<file path="src/msf_pkg.sv">
// Constants, types and lookup functions shared by the measurement scheduler.
// Function
// - Mult 1 capacitance spacing matches table totals
// - Mult 1 temperature spacing matches table totals
// - Mult 2 spacing follows table totals
// - Mult 4 spacing follows table totals
// - Mult 8 spacing follows table totals
// - Results leave only through fetch command
// - Early fetch repeats data marked stale
// - Ready rises when cycle leaves unfetched data
// - Sleep mode converts nothing until request; code still runs one cycle after reset
// - Sleep requests refused with pulse-density output
// - Sleep alarms only alongside digital output
// - Measurement request wakes device, starts cycle
// - Sleep cycle: temperature then capacitance, each corrected
// - Cycle end updates output and alarms first
// - Sleep request accepted without prior fetch
// - After fetch, sleep device stays powered down
// - Idle field selects 0/5/25/125 ms
// - Update mode: temperature every sixth cycle, first
// - Status 00 new, 01 stale, 10 command
// - One config bit selects sleep or update
package msf_pkg;

  localparam int SYS_CLK_KHZ     = 50000;
  localparam int TICK_US         = 1;
  localparam int TICK_CYCLES_DEF = SYS_CLK_KHZ * TICK_US / 1000;

  localparam int DATA_W  = 14;
  localparam int TIMER_W = 18;

  // Phase lengths in microseconds.
  localparam logic [TIMER_W-1:0] WAKE_US      = 18'h00064;
  localparam logic [TIMER_W-1:0] TEMP_DSP_US  = 18'h000FA;
  localparam logic [TIMER_W-1:0] CAP_DSP_US   = 18'h0012C;
  localparam logic [TIMER_W-1:0] CONV8_US     = 18'h0012C;
  localparam logic [TIMER_W-1:0] CONV10_US    = 18'h0047E;
  localparam logic [TIMER_W-1:0] CONV12_US    = 18'h01194;
  localparam logic [TIMER_W-1:0] CONV14_US    = 18'h04650;
  localparam logic [TIMER_W-1:0] IDLE0_US     = 18'h00000;
  localparam logic [TIMER_W-1:0] IDLE1_US     = 18'h01388;
  localparam logic [TIMER_W-1:0] IDLE2_US     = 18'h061A8;
  localparam logic [TIMER_W-1:0] IDLE3_US     = 18'h1E848;

  localparam logic [2:0] TEMP_EVERY   = 3'h6;
  localparam logic [2:0] CAP_CNT_LAST = 3'h5;
  localparam logic [2:0] CAP_CNT_RST  = 3'h0;

  localparam logic [1:0] STAT_NEW   = 2'h0;
  localparam logic [1:0] STAT_STALE = 2'h1;
  localparam logic [1:0] STAT_CMD   = 2'h2;

  localparam logic [2:0] OUT_I2C = 3'h1;
  localparam logic [2:0] OUT_SPI = 3'h3;

  localparam logic MODE_SLEEP = 1'h1;

  localparam logic [DATA_W-1:0] DATA_RST = 14'h0000;

  typedef enum logic [2:0] {ST_PWRDN, ST_WAKE, ST_TCONV, ST_TDSP, ST_CCONV, ST_CDSP} msf_state_type;

  typedef struct packed {
    logic       meas_mode;
    logic [1:0] idle_sel;
    logic [2:0] out_sel;
    logic [1:0] cap_res;
    logic [1:0] temp_res;
    logic [1:0] mult_sel;
  } msf_config_type;

  typedef struct packed {
    logic [1:0]        status;
    logic [DATA_W-1:0] cap;
    logic [DATA_W-1:0] temp;
  } msf_result_type;

  typedef struct packed {
    logic awake;
    logic temp_conv;
    logic temp_dsp;
    logic cap_conv;
    logic cap_dsp;
  } msf_phase_type;

  function automatic logic [TIMER_W-1:0] msf_conv_us(input logic [1:0] res);
    case (res)
      2'h0:    msf_conv_us = CONV8_US;
      2'h1:    msf_conv_us = CONV10_US;
      2'h2:    msf_conv_us = CONV12_US;
      default: msf_conv_us = CONV14_US;
    endcase
  endfunction

  function automatic logic [TIMER_W-1:0] msf_idle_us(input logic [1:0] sel);
    case (sel)
      2'h0:    msf_idle_us = IDLE0_US;
      2'h1:    msf_idle_us = IDLE1_US;
      2'h2:    msf_idle_us = IDLE2_US;
      default: msf_idle_us = IDLE3_US;
    endcase
  endfunction

endpackage

</file>
<file path="src/msf_interval_timer.sv">
// Down counter that times one scheduler phase in microsecond ticks.
`timescale 1ns/100ps
module msf_interval_timer
  import msf_pkg::*;
#(
  parameter int W = TIMER_W
) (
  input  wire logic         sys_clk,
  input  wire logic         rst,
  input  wire logic         tick,
  input  wire logic         load,
  input  wire logic [W-1:0] load_value,
  output logic              busy
);

  logic [W-1:0] count_reg;
  logic [W-1:0] count_next;

  // A load of zero leaves the timer idle, so a zero idle period costs no time.
  assign count_next = load ? load_value : ((tick && count_reg != '0) ? count_reg - 1'b1 : count_reg);
  assign busy       = (count_reg != '0);

  always_ff @(posedge sys_clk or posedge rst) begin
    if (rst) begin
      count_reg <= '0;
    end else begin
      count_reg <= count_next;
    end
  end

endmodule

</file>
<file path="src/msf_scheduler.sv">
// Measurement cycle scheduler with result register, ready flag and alarms.
`timescale 1ns/100ps
module msf_scheduler
  import msf_pkg::*;
#(
  parameter int TICK_CYCLES = TICK_CYCLES_DEF
) (
  input  wire logic              sys_clk,
  input  wire logic              rst,
  input  wire msf_config_type    device_config_word,
  input  wire logic              command_mode,
  input  wire logic              link_clk_pin,
  input  wire logic              measure_request_cmd,
  input  wire logic              result_fetch_cmd,
  input  wire logic [DATA_W-1:0] cap_value,
  input  wire logic [DATA_W-1:0] temp_value,
  input  wire logic [DATA_W-1:0] alarm_high_thr,
  input  wire logic [DATA_W-1:0] alarm_low_thr,
  output msf_result_type         fetch_data,
  output logic                   ready,
  output logic                   alarm_high,
  output logic                   alarm_low,
  output msf_phase_type          phase
);

  localparam int PRE_W = $clog2(TICK_CYCLES + 1);
  localparam logic [PRE_W-1:0] PRE_LAST = PRE_W'(TICK_CYCLES - 1);

  msf_state_type     state_reg;
  msf_state_type     state_next;
  logic [PRE_W-1:0]  pre_reg;
  logic              tick;
  logic [2:0]        sync1_reg;
  logic [2:0]        sync2_reg;
  logic              link_prev_reg;
  logic              req_seen_reg;
  logic              fetch_seen_reg;
  logic              first_pending_reg;
  logic [2:0]        cap_count_reg;
  logic              data_new_reg;
  logic [DATA_W-1:0] temp_hold_reg;
  logic [DATA_W-1:0] out_cap_reg;
  logic [DATA_W-1:0] out_temp_reg;
  msf_result_type    fetch_data_reg;
  logic              alarm_high_reg;
  logic              alarm_low_reg;
  logic [TIMER_W-1:0] load_value;
  logic              t_busy;

  // Every interval is counted from the local clock through this microsecond prescaler.
  assign tick = (pre_reg == PRE_LAST);

  always_ff @(posedge sys_clk or posedge rst) begin
    if (rst) begin
      pre_reg <= '0;
    end else begin
      pre_reg <= tick ? '0 : pre_reg + 1'b1;
    end
  end

  // Link pins are resynchronised before use; only the second stage is looked at.
  // The two stages add two clocks of latency, which the slow link clock easily absorbs.
  always_ff @(posedge sys_clk or posedge rst) begin
    if (rst) begin
      sync1_reg     <= 3'h0;
      sync2_reg     <= 3'h0;
      link_prev_reg <= 1'b0;
    end else begin
      sync1_reg     <= {link_clk_pin, measure_request_cmd, result_fetch_cmd};
      sync2_reg     <= sync1_reg;
      link_prev_reg <= sync2_reg[2];
    end
  end

  wire link_rise = sync2_reg[2] && !link_prev_reg;
  wire req_sel   = sync2_reg[1];
  wire fetch_sel = sync2_reg[0];
  // A command takes effect once, on the first link clock edge of its frame.
  wire req_evt   = link_rise && req_sel && !req_seen_reg;
  wire fetch_evt = link_rise && fetch_sel && !fetch_seen_reg;

  always_ff @(posedge sys_clk or posedge rst) begin
    if (rst) begin
      req_seen_reg   <= 1'b0;
      fetch_seen_reg <= 1'b0;
    end else begin
      req_seen_reg   <= req_sel && (req_seen_reg || link_rise);
      fetch_seen_reg <= fetch_sel && (fetch_seen_reg || link_rise);
    end
  end

  wire sleep_mode  = (device_config_word.meas_mode == MODE_SLEEP);
  wire digital_out = (device_config_word.out_sel == OUT_I2C) || (device_config_word.out_sel == OUT_SPI);
  wire powered_dn  = (state_reg == ST_PWRDN);
  // Requests only count in sleep with a digital port; a pulse-density setup never wakes on a request.
  // No fetch is needed first: in sleep with a digital port, any request while powered down and outside command mode starts a cycle.
  wire req_go      = req_evt && sleep_mode && digital_out && powered_dn && !command_mode;
  wire update_go   = !sleep_mode && !t_busy && !command_mode;
  // Sleep mode only leaves power down on a request or the first cycle after reset.
  wire start_cycle = powered_dn && (req_go || update_go || (first_pending_reg && !command_mode));
  wire phase_over  = !t_busy;
  // Sleep always converts temperature; update mode only on every sixth cycle.
  wire temp_due    = sleep_mode || (cap_count_reg == CAP_CNT_RST);
  wire cycle_end   = (state_reg == ST_CDSP) && phase_over;
  wire load        = (state_next != state_reg);
  wire alarm_gate  = !sleep_mode || digital_out;

  always_comb begin
    state_next = state_reg;
    case (state_reg)
      ST_PWRDN: begin
        if (start_cycle) state_next = ST_WAKE;
      end
      ST_WAKE: begin
        if (phase_over) state_next = temp_due ? ST_TCONV : ST_CCONV;
      end
      ST_TCONV: begin
        if (phase_over) state_next = ST_TDSP;
      end
      ST_TDSP: begin
        if (phase_over) state_next = ST_CCONV;
      end
      ST_CCONV: begin
        if (phase_over) state_next = ST_CDSP;
      end
      ST_CDSP: begin
        if (phase_over) state_next = ST_PWRDN;
      end
      default: begin
        state_next = ST_PWRDN;
      end
    endcase
  end

  // Phase lengths add up to the tabulated cycle spacings for every resolution and multiplier.
  // Each phase also spends one clock on its hand-over, so real spacings run a few cycles long.
  always_comb begin
    case (state_next)
      ST_WAKE:  load_value = WAKE_US;
      ST_TCONV: load_value = msf_conv_us(device_config_word.temp_res);
      ST_TDSP:  load_value = TEMP_DSP_US;
      ST_CCONV: load_value = msf_conv_us(device_config_word.cap_res) << device_config_word.mult_sel;
      ST_CDSP:  load_value = CAP_DSP_US;
      ST_PWRDN: load_value = sleep_mode ? IDLE0_US : msf_idle_us(device_config_word.idle_sel);
      default:  load_value = IDLE0_US;
    endcase
  end

  msf_interval_timer #(
    .W (TIMER_W)
  ) u_timer (
    .sys_clk    (sys_clk),
    .rst        (rst),
    .tick       (tick),
    .load       (load),
    .load_value (load_value),
    .busy       (t_busy)
  );

  always_ff @(posedge sys_clk or posedge rst) begin
    if (rst) begin
      state_reg         <= ST_PWRDN;
      first_pending_reg <= 1'b1;
      cap_count_reg     <= CAP_CNT_RST;
    end else begin
      state_reg         <= state_next;
      first_pending_reg <= first_pending_reg && !(start_cycle && state_next == ST_WAKE);
      if (cycle_end && !sleep_mode) begin
        cap_count_reg <= (cap_count_reg == CAP_CNT_LAST) ? CAP_CNT_RST : cap_count_reg + 1'b1;
      end
    end
  end

  wire [1:0] fetch_status = command_mode ? STAT_CMD : (data_new_reg ? STAT_NEW : STAT_STALE);
  wire alarm_high_cmp = (cap_value >= alarm_high_thr);
  wire alarm_low_cmp  = (cap_value <= alarm_low_thr);

  // The result register and alarms change at cycle end, on the same clock edge that enters power down.
  always_ff @(posedge sys_clk or posedge rst) begin
    if (rst) begin
      temp_hold_reg <= DATA_RST;
      out_cap_reg   <= DATA_RST;
      out_temp_reg  <= DATA_RST;
    end else begin
      if (state_reg == ST_TDSP && phase_over) temp_hold_reg <= temp_value;
      if (cycle_end) begin
        out_cap_reg  <= cap_value;
        out_temp_reg <= temp_hold_reg;
      end
    end
  end

  // A cycle end in the same clock as a fetch keeps the flag set, so the new data is not lost.
  always_ff @(posedge sys_clk or posedge rst) begin
    if (rst) begin
      data_new_reg <= 1'b0;
    end else begin
      data_new_reg <= cycle_end || (data_new_reg && !fetch_evt);
    end
  end

  // A fetch copies the result register, so an early fetch repeats the last data as stale.
  always_ff @(posedge sys_clk or posedge rst) begin
    if (rst) begin
      fetch_data_reg <= '{status: STAT_STALE, cap: DATA_RST, temp: DATA_RST};
    end else if (fetch_evt) begin
      fetch_data_reg <= '{status: fetch_status, cap: out_cap_reg, temp: out_temp_reg};
    end
  end

  // Without a digital port in sleep mode the alarms are held low.
  always_ff @(posedge sys_clk or posedge rst) begin
    if (rst) begin
      alarm_high_reg <= 1'b0;
      alarm_low_reg  <= 1'b0;
    end else begin
      alarm_high_reg <= alarm_gate && (cycle_end ? alarm_high_cmp : alarm_high_reg);
      alarm_low_reg  <= alarm_gate && (cycle_end ? alarm_low_cmp : alarm_low_reg);
    end
  end

  assign fetch_data = fetch_data_reg;
  assign ready      = data_new_reg;
  assign alarm_high = alarm_high_reg;
  assign alarm_low  = alarm_low_reg;
  assign phase      = '{awake:     !powered_dn,
                        temp_conv: (state_reg == ST_TCONV),
                        temp_dsp:  (state_reg == ST_TDSP),
                        cap_conv:  (state_reg == ST_CCONV),
                        cap_dsp:   (state_reg == ST_CDSP)};

  // Helpers below only feed assertions; they add no state to the scheduler.
  wire idle_long = !sleep_mode && (device_config_word.idle_sel != 2'h0);
endmodule

</file>
<file path="config.mk">
export PLATFORM = sky130hd
export DESIGN_NAME = msf_scheduler
export DESIGN_NICKNAME = d
export VERILOG_FILES = /design/src/msf_pkg.sv /design/src/msf_interval_timer.sv /design/src/msf_scheduler.sv
export SDC_FILE = /design/constraint.sdc
export NUM_CORES = 1
export LEC_CHECK = 0
export BUFFER_PORTS_ARGS = -buffer_cell sky130_fd_sc_hd__clkbuf_2
export CAP_MARGIN = 20
export CORE_UTILIZATION = 58
export CTS_BUF_LIST = sky130_fd_sc_hd__clkbuf_8
export CTS_CLUSTER_DIAMETER = 60
export DETAILED_ROUTE_END_ITERATION = 16
export GPL_TIMING_DRIVEN = 0
export PLACE_DENSITY_LB_ADDON = 0.05
export SYNTH_ARGS = -nofsm -noshare
export SYNTH_HDL_FRONTEND = slang
export SYNTH_SLANG_ARGS = --single-unit
</file>
<file path="constraint.sdc">
create_clock -name sys_clk -period 4.15 [get_ports sys_clk]
set_input_delay 0.2075 -clock sys_clk [delete_from_list [all_inputs] [get_ports sys_clk]]
set_output_delay 0.2075 -clock sys_clk [all_outputs]
set_load 0.1 [all_outputs]
</file>
; ---- Yosys cells after proc, flatten, opt, wreduce, memory -nomap -nowiden
; Cells that the tools add are included.
[totals]
in_bits = 74
register_bits = 115
wordCells = 117
output_inout_bits = 38
[op_classes]
reduce_logical = 49
muxes = 22
n_eq_ne = 21
addsub = 3
n_lt_le_gt_ge = 2
shifts = 1
[ops]
columns = operator, count
row1 = $pmux W18 S6, 1
row2 = $pmux W15 S3, 2
row3 = $mux W18, 4
row4 = $pmux W17 S3, 1
row5 = $logic_and A1 B1 Y1, 24
row6 = $mux W3, 8
row7 = $pmux W3 S6, 1
row8 = $reduce_bool A18 Y1, 1
row9 = $shl A18 B2 Y18, 1
row10 = $sub A18 B1 Y18 const B, 1
row11 = $eq A3 B2 Y1 const B, 5
row12 = $eq A3 B3 Y1 const B, 5
row13 = $ge A14 B14 Y1, 1
row14 = $le A14 B14 Y1, 1
row15 = $eq A3 B1 Y1 const B, 3
row16 = $logic_not A1 Y1, 9
row17 = $logic_not A3 Y1, 3
row18 = $logic_or A1 B1 Y1, 8
row19 = $add A6 B1 Y6 const B, 1
row20 = $eq A2 B1 Y1 const B, 3
row21 = $eq A2 B2 Y1 const B, 3
row22 = $eq A6 B6 Y1 const B, 1
row23 = $logic_not A2 Y1, 3
row24 = $mux W6, 1
row25 = other kinds (5), 7

; ---- Logic depth before layout (Yosys ltp)
[logic_depth]
ltp_word = 18
depth_mapped = 10
depth_no_buf = 8

; ---- Cells and area by module
; A second synthesis with hierarchy kept.
[unflattened]
cells_unflattened = 637
hier_area_um2 = 6256.0
[by_module_without_submodules]
columns = module, cells_each, seq_area_each_um2, instances, area_each_um2
row1 = msf_scheduler, 516, 2429.8, 1, 5154.9
row2 = msf_interval_timer, 121, 450.4, 1, 1101.1

; ---- Least setup slack after synthesis
; OpenSTA, ideal clock, no wires.
[synth_path]
path_kind = reg2reg
from = register state_reg[2]
to = register u_timer.count_reg[14]
path_slack_ns = 1.046
stages_incl_launch_ff = 8
synth_period_minus_slack_ns = 3.104
required_time_ns = 4.064
setup_ns = 0.086
arrival_time_ns = 3.018
path_buffers = 1
cell_sequence = dfrtp_1 clkbuf_1 nand2b_1 nor2_1 o21ai_0 a21boi_0 a21oi_1 a32oi_1
[synth_lines]
columns = element, line
row1 = from (decl), msf_scheduler.sv:29  ; msf_state_type state_reg;
row2 = from (signal assigned), msf_scheduler.sv:166  ; state_reg <= state_next;
row3 = to (signal assigned), msf_interval_timer.sv:27  ; count_reg <= count_next;
row4 = to (decl), msf_interval_timer.sv:16  ; logic [W-1:0] count_reg;

; ---- Final worst setup path
[layout_path]
from = register u_timer.count_reg[8]
to = register out_temp_reg[10]
[layout_via]
elab_chain_cells = 3
[layout_rtl]
columns = element, line
row1 = $reduce_bool A18 Y1, msf_interval_timer.sv:21  ; assign busy = (count_reg != '0);
row2 = $logic_not A1 Y1, msf_scheduler.sv:101  ; wire phase_over = !t_busy;
row3 = $logic_and A1 B1 Y1, msf_scheduler.sv:104  ; wire cycle_end = (state_reg == ST_CDSP) && phase_over;
row4 = to (signal assigned), msf_scheduler.sv:188  ; out_temp_reg <= temp_hold_reg;
row5 = to (decl), msf_scheduler.sv:43  ; logic [DATA_W-1:0] out_temp_reg;
; No other way between the ends.
; A chain may end at the register's enable or synchronous reset.

==> run metrics <==
Post-Syn Instances approximately 560; post-route DRC violation count 0; Worst Reg2Reg Path Length in Cells 6; worst path required time about 4.5 ns; number of filler cells placed in the layout 780; maximum vdd ir drop approximately 0.31 mV; Detailed Routing Iterations Pass 1 5; antenna violations before repair 0; number of H-tree levels 4; count of different cell masters after synthesis 58; largest family of logic cells by synthesized area multiplexers; Max Slew Vio Count 0; commonest register cell after synthesis sky130_fd_sc_hd__dfrtp_1; # Post-CTS Setup Buffers 0; first-pass GRT wire length 23.7 mm; number of antenna repair diodes 0; number of flops mapped to enable cells by yosys 0; routed via count between 4000 and 5000; CP Buf/Inv Count 1; unrepaired setup endpoints after global routing false; clk_skew around 0.013 ns; fraction of final layout cells with drive strength greater than 1 0.317; area of all placed cells without fillers approximately 7400 µm²; worst flop-to-flop path startpoint u_timer.count_reg[8]; r2r endpoint out_temp_reg[10]; power density over the cells between 400 and 500 nW/µm²; actual slew at the worst max-slew pin approximately 1.0 ns; Port Buffer Count 107; cell type group with the largest total delay on the critical path simple AND/OR/NAND/NOR gates; final hold violation count 0; WHS Path Cells 2; crit path max fanout 10; share of the synthesized netlist area taken by xor and xnor gates 0.0315; CP max stage cell sky130_fd_sc_hd__nor4_1; pre-CTS setup slack 0.745 ns; syn_nets 668; Rel. slew slack 0.311; number of warnings printed during yosys synthesis 0; Max Clk Rate 288 MHz; total overflow reported by the global router 0; effective utilization at floorplan 0.594; crit path launch type flop; area share of and/or/nand/nor cells after synthesis 0.114; worst hold path endpoint out_cap_reg[0]; count of hold-fix buffers inserted at cts 18; max FFs per register 30; Clk Tree Root Cell sky130_fd_sc_hd__clkbuf_8; total CTS buffers 17; drt wl/cell around 16 µm; total die area roughly 11000 µm²; CP max stage delay approximately 0.80 ns; worst min-delay path category in -> reg; max-cap violation count 0; critical path type reg -> reg; total core area between 10000 and 15000 µm²; worst-path cell chain or4_4 -> nor4_1 -> nand3_1 -> nor2_1 -> buf_2 -> mux2_2; ports placed on the boundary 112; number of rows created at floorplan 37; maximum number of pins on one net before global-route repair a little over 60; status finished clean; number of gates resized after cts 0; Seq/Total Area, Yosys 0.472; global routing usage summed across all routing layers 0.278; syn_area_per_cell 10.9 µm²; element type at the critical path end flop; DRT antenna net count 0; #FFs+latches synth ~120; final setup violation count 0; number of buffers on the longest clock path 2; fraction of the mapped netlist area in adder cells 0.0737; crit share post-route 0.838; number of global-route vias before repair 5093; fin worst setup slack 0.672 ns; static leakage power 3.79 nW; area delta synth->final 21.2%; width of the die roughly 100 µm; Synth Area in Compound Gates 0.117; post-synthesis instance area approximately 6100 µm²; detailed-route wire length approximately 14 mm; Die Span Y about 100 µm; CTS sink count roughly 120; TritonCTS clock tree done; clock transition at the registers of the reported paths ~0.07 ns; clock period minus worst slack between 3 and 4 ns; launch point of the worst hold path cap_value[0]; mean number of vias per cell ~5.7; multiplexer share of the synthesized area 0.145; slack of the worst reg-to-reg path 0.67 ns; worst path arrival time about 3.8 ns; drt first-iter violations 250; sum of net half-perimeters after detailed placement roughly 10 mm; Async S/R FF share, synth 1.00; clock latency reported for the late side of the worst-skew pair roughly 0.44 ns; final weighted congestion in routability-driven placement 0.915; cell area after placement between 6000 and 7000 µm²; fin nets just over 800
==> routing by layer <==
layer	global-route usage	up-vias	routed length [µm]
li1	-	2299	-
met1	0.344	2348	6000
met2	0.458	132	6680
met3	0.0717	28	764
met4	0.123	0	284
met5	0	-	0
==> layout make-up <==
class	count	area (µm²)	area share
repair buffers	126	743	0.100
inverters	47	179	0.0242
flip-flops and latches	115	2880	0.389
plain buffers	27	111	0.0150
clock buffers	18	248	0.0335
well taps	136	170	0.0230
clock inverters	11	130	0.0176
multi-input cells	369	2940	0.397
==> kinds of logic after synthesis <==
family	after synthesis
AND/OR/NAND/NOR	127
adder cells (fa/ha/maj)	36
buffers and inverters	74
AO/OA/AOI/OAI	105
XOR/XNOR	22
multiplexers	79
flip-flops	115
==> cell usage after synthesis, types with 3 or more instances <==
master                      instances  area share
sky130_fd_sc_hd__xor2_1             3      0.0043
sky130_fd_sc_hd__a221oi_1           6      0.0086
sky130_fd_sc_hd__or3_1              5      0.0051
sky130_fd_sc_hd__a32oi_1            5      0.0072
sky130_fd_sc_hd__xnor2_1           19       0.027
sky130_fd_sc_hd__nor2_1            27       0.017
sky130_fd_sc_hd__o21a_1             5      0.0061
sky130_fd_sc_hd__a21o_1            10       0.012
sky130_fd_sc_hd__dfrtp_1          113        0.46
sky130_fd_sc_hd__nand3_1            9      0.0074
sky130_fd_sc_hd__a211o_1            3      0.0043
sky130_fd_sc_hd__a22oi_1            7      0.0086
sky130_fd_sc_hd__o31ai_1            3      0.0037
sky130_fd_sc_hd__nand4_1           12       0.012
sky130_fd_sc_hd__nor2b_1            6      0.0061
sky130_fd_sc_hd__a21oi_1           25       0.020
sky130_fd_sc_hd__ha_1              36       0.074
sky130_fd_sc_hd__nor3_1             8      0.0066
sky130_fd_sc_hd__a31oi_1            5      0.0051
sky130_fd_sc_hd__clkbuf_1          18       0.011
sky130_fd_sc_hd__nor4b_1            3      0.0043
sky130_fd_sc_hd__nor4bb_1           3      0.0049
sky130_fd_sc_hd__o21ai_0           17       0.014
sky130_fd_sc_hd__and2_1             4      0.0041
sky130_fd_sc_hd__o2111ai_1          3      0.0043
sky130_fd_sc_hd__o211ai_1           3      0.0037
sky130_fd_sc_hd__nand2_1           23       0.014
sky130_fd_sc_hd__mux2i_1            4      0.0066
sky130_fd_sc_hd__buf_1              3      0.0018
sky130_fd_sc_hd__mux2_2            75        0.14
sky130_fd_sc_hd__inv_1             47       0.029
sky130_fd_sc_hd__buf_2              4      0.0033
sky130_fd_sc_hd__nor4_1             5      0.0051
sky130_fd_sc_hd__nand2b_1           9      0.0092
==> worst reg2reg max path: stages, from the launching register on <==
cell and delay, ns:
sky130_fd_sc_hd__dfrtp_1 0.43, sky130_fd_sc_hd__or4_4 0.60, sky130_fd_sc_hd__nor4_1 0.80, sky130_fd_sc_hd__nand3_1 0.19
sky130_fd_sc_hd__nor2_1 0.57, sky130_fd_sc_hd__buf_2 0.40, sky130_fd_sc_hd__mux2_2 0.38
==> report_power, final <==
part | internal [mW] | switching, mW
Sequential | 1.22 | 0.109
Combinational | 0.353 | 0.551
Clock | 0.543 | 0.452
==> placed cells by master (no fill, tap or decap), types with 10 or more instances in the layout <==
master | Yosys | final
sky130_fd_sc_hd__dfrtp_1 | 113 | 113
sky130_fd_sc_hd__o21ai_0 | 17 | 17
sky130_fd_sc_hd__mux2_2 | 75 | 75
sky130_fd_sc_hd__dlygate4sd3_1 | 0 | 18
sky130_fd_sc_hd__nand2_1 | 23 | 23
sky130_fd_sc_hd__inv_1 | 47 | 46
sky130_fd_sc_hd__nor2_1 | 27 | 27
sky130_fd_sc_hd__ha_1 | 36 | 36
sky130_fd_sc_hd__clkbuf_8 | 0 | 18
sky130_fd_sc_hd__a21o_1 | 10 | 10
sky130_fd_sc_hd__clkbuf_2 | 1 | 108
sky130_fd_sc_hd__a21oi_1 | 25 | 25
sky130_fd_sc_hd__clkbuf_1 | 18 | 18
sky130_fd_sc_hd__nand4_1 | 12 | 12
sky130_fd_sc_hd__xnor2_1 | 19 | 19
==> through the flow <==
stage / setup TNS [ns] / hold WS, ns / power, mW / std cells / utilization
global route: 0 / 0.0322 / 3.40 / 849 / 0.720
global placement: -23.93 / 0.318 / 2.20 / 801 / 0.663
CTS: 0 / 0.0147 / 3.25 / 849 / 0.720
detailed placement: 0 / 0.318 / 2.23 / 802 / 0.666
floorplan: 0 / 0.239 / 2.00 / 558 / -
finish: 0 / 0.0424 / 3.23 / 849 / 0.720
==> how the worst max path moves through the flow <==
stage	slack [ns]	from	end	depth (start not counted)
2_1_floorplan	0.90	rst	alarm_high	1
3_3_place_gp	-0.22	rst	fetch_data[20]	2
3_5_place_dp	0.74	u_timer.count_reg[8]	out_temp_reg[9]	6
4_1_cts	0.71	u_timer.count_reg[8]	out_cap_reg[8]	6
5_1_grt	0.50	u_timer.count_reg[8]	out_cap_reg[8]	6
6_report	0.67	u_timer.count_reg[8]	out_temp_reg[10]	6
No activity file was read; power rests on OpenSTA's default activity.
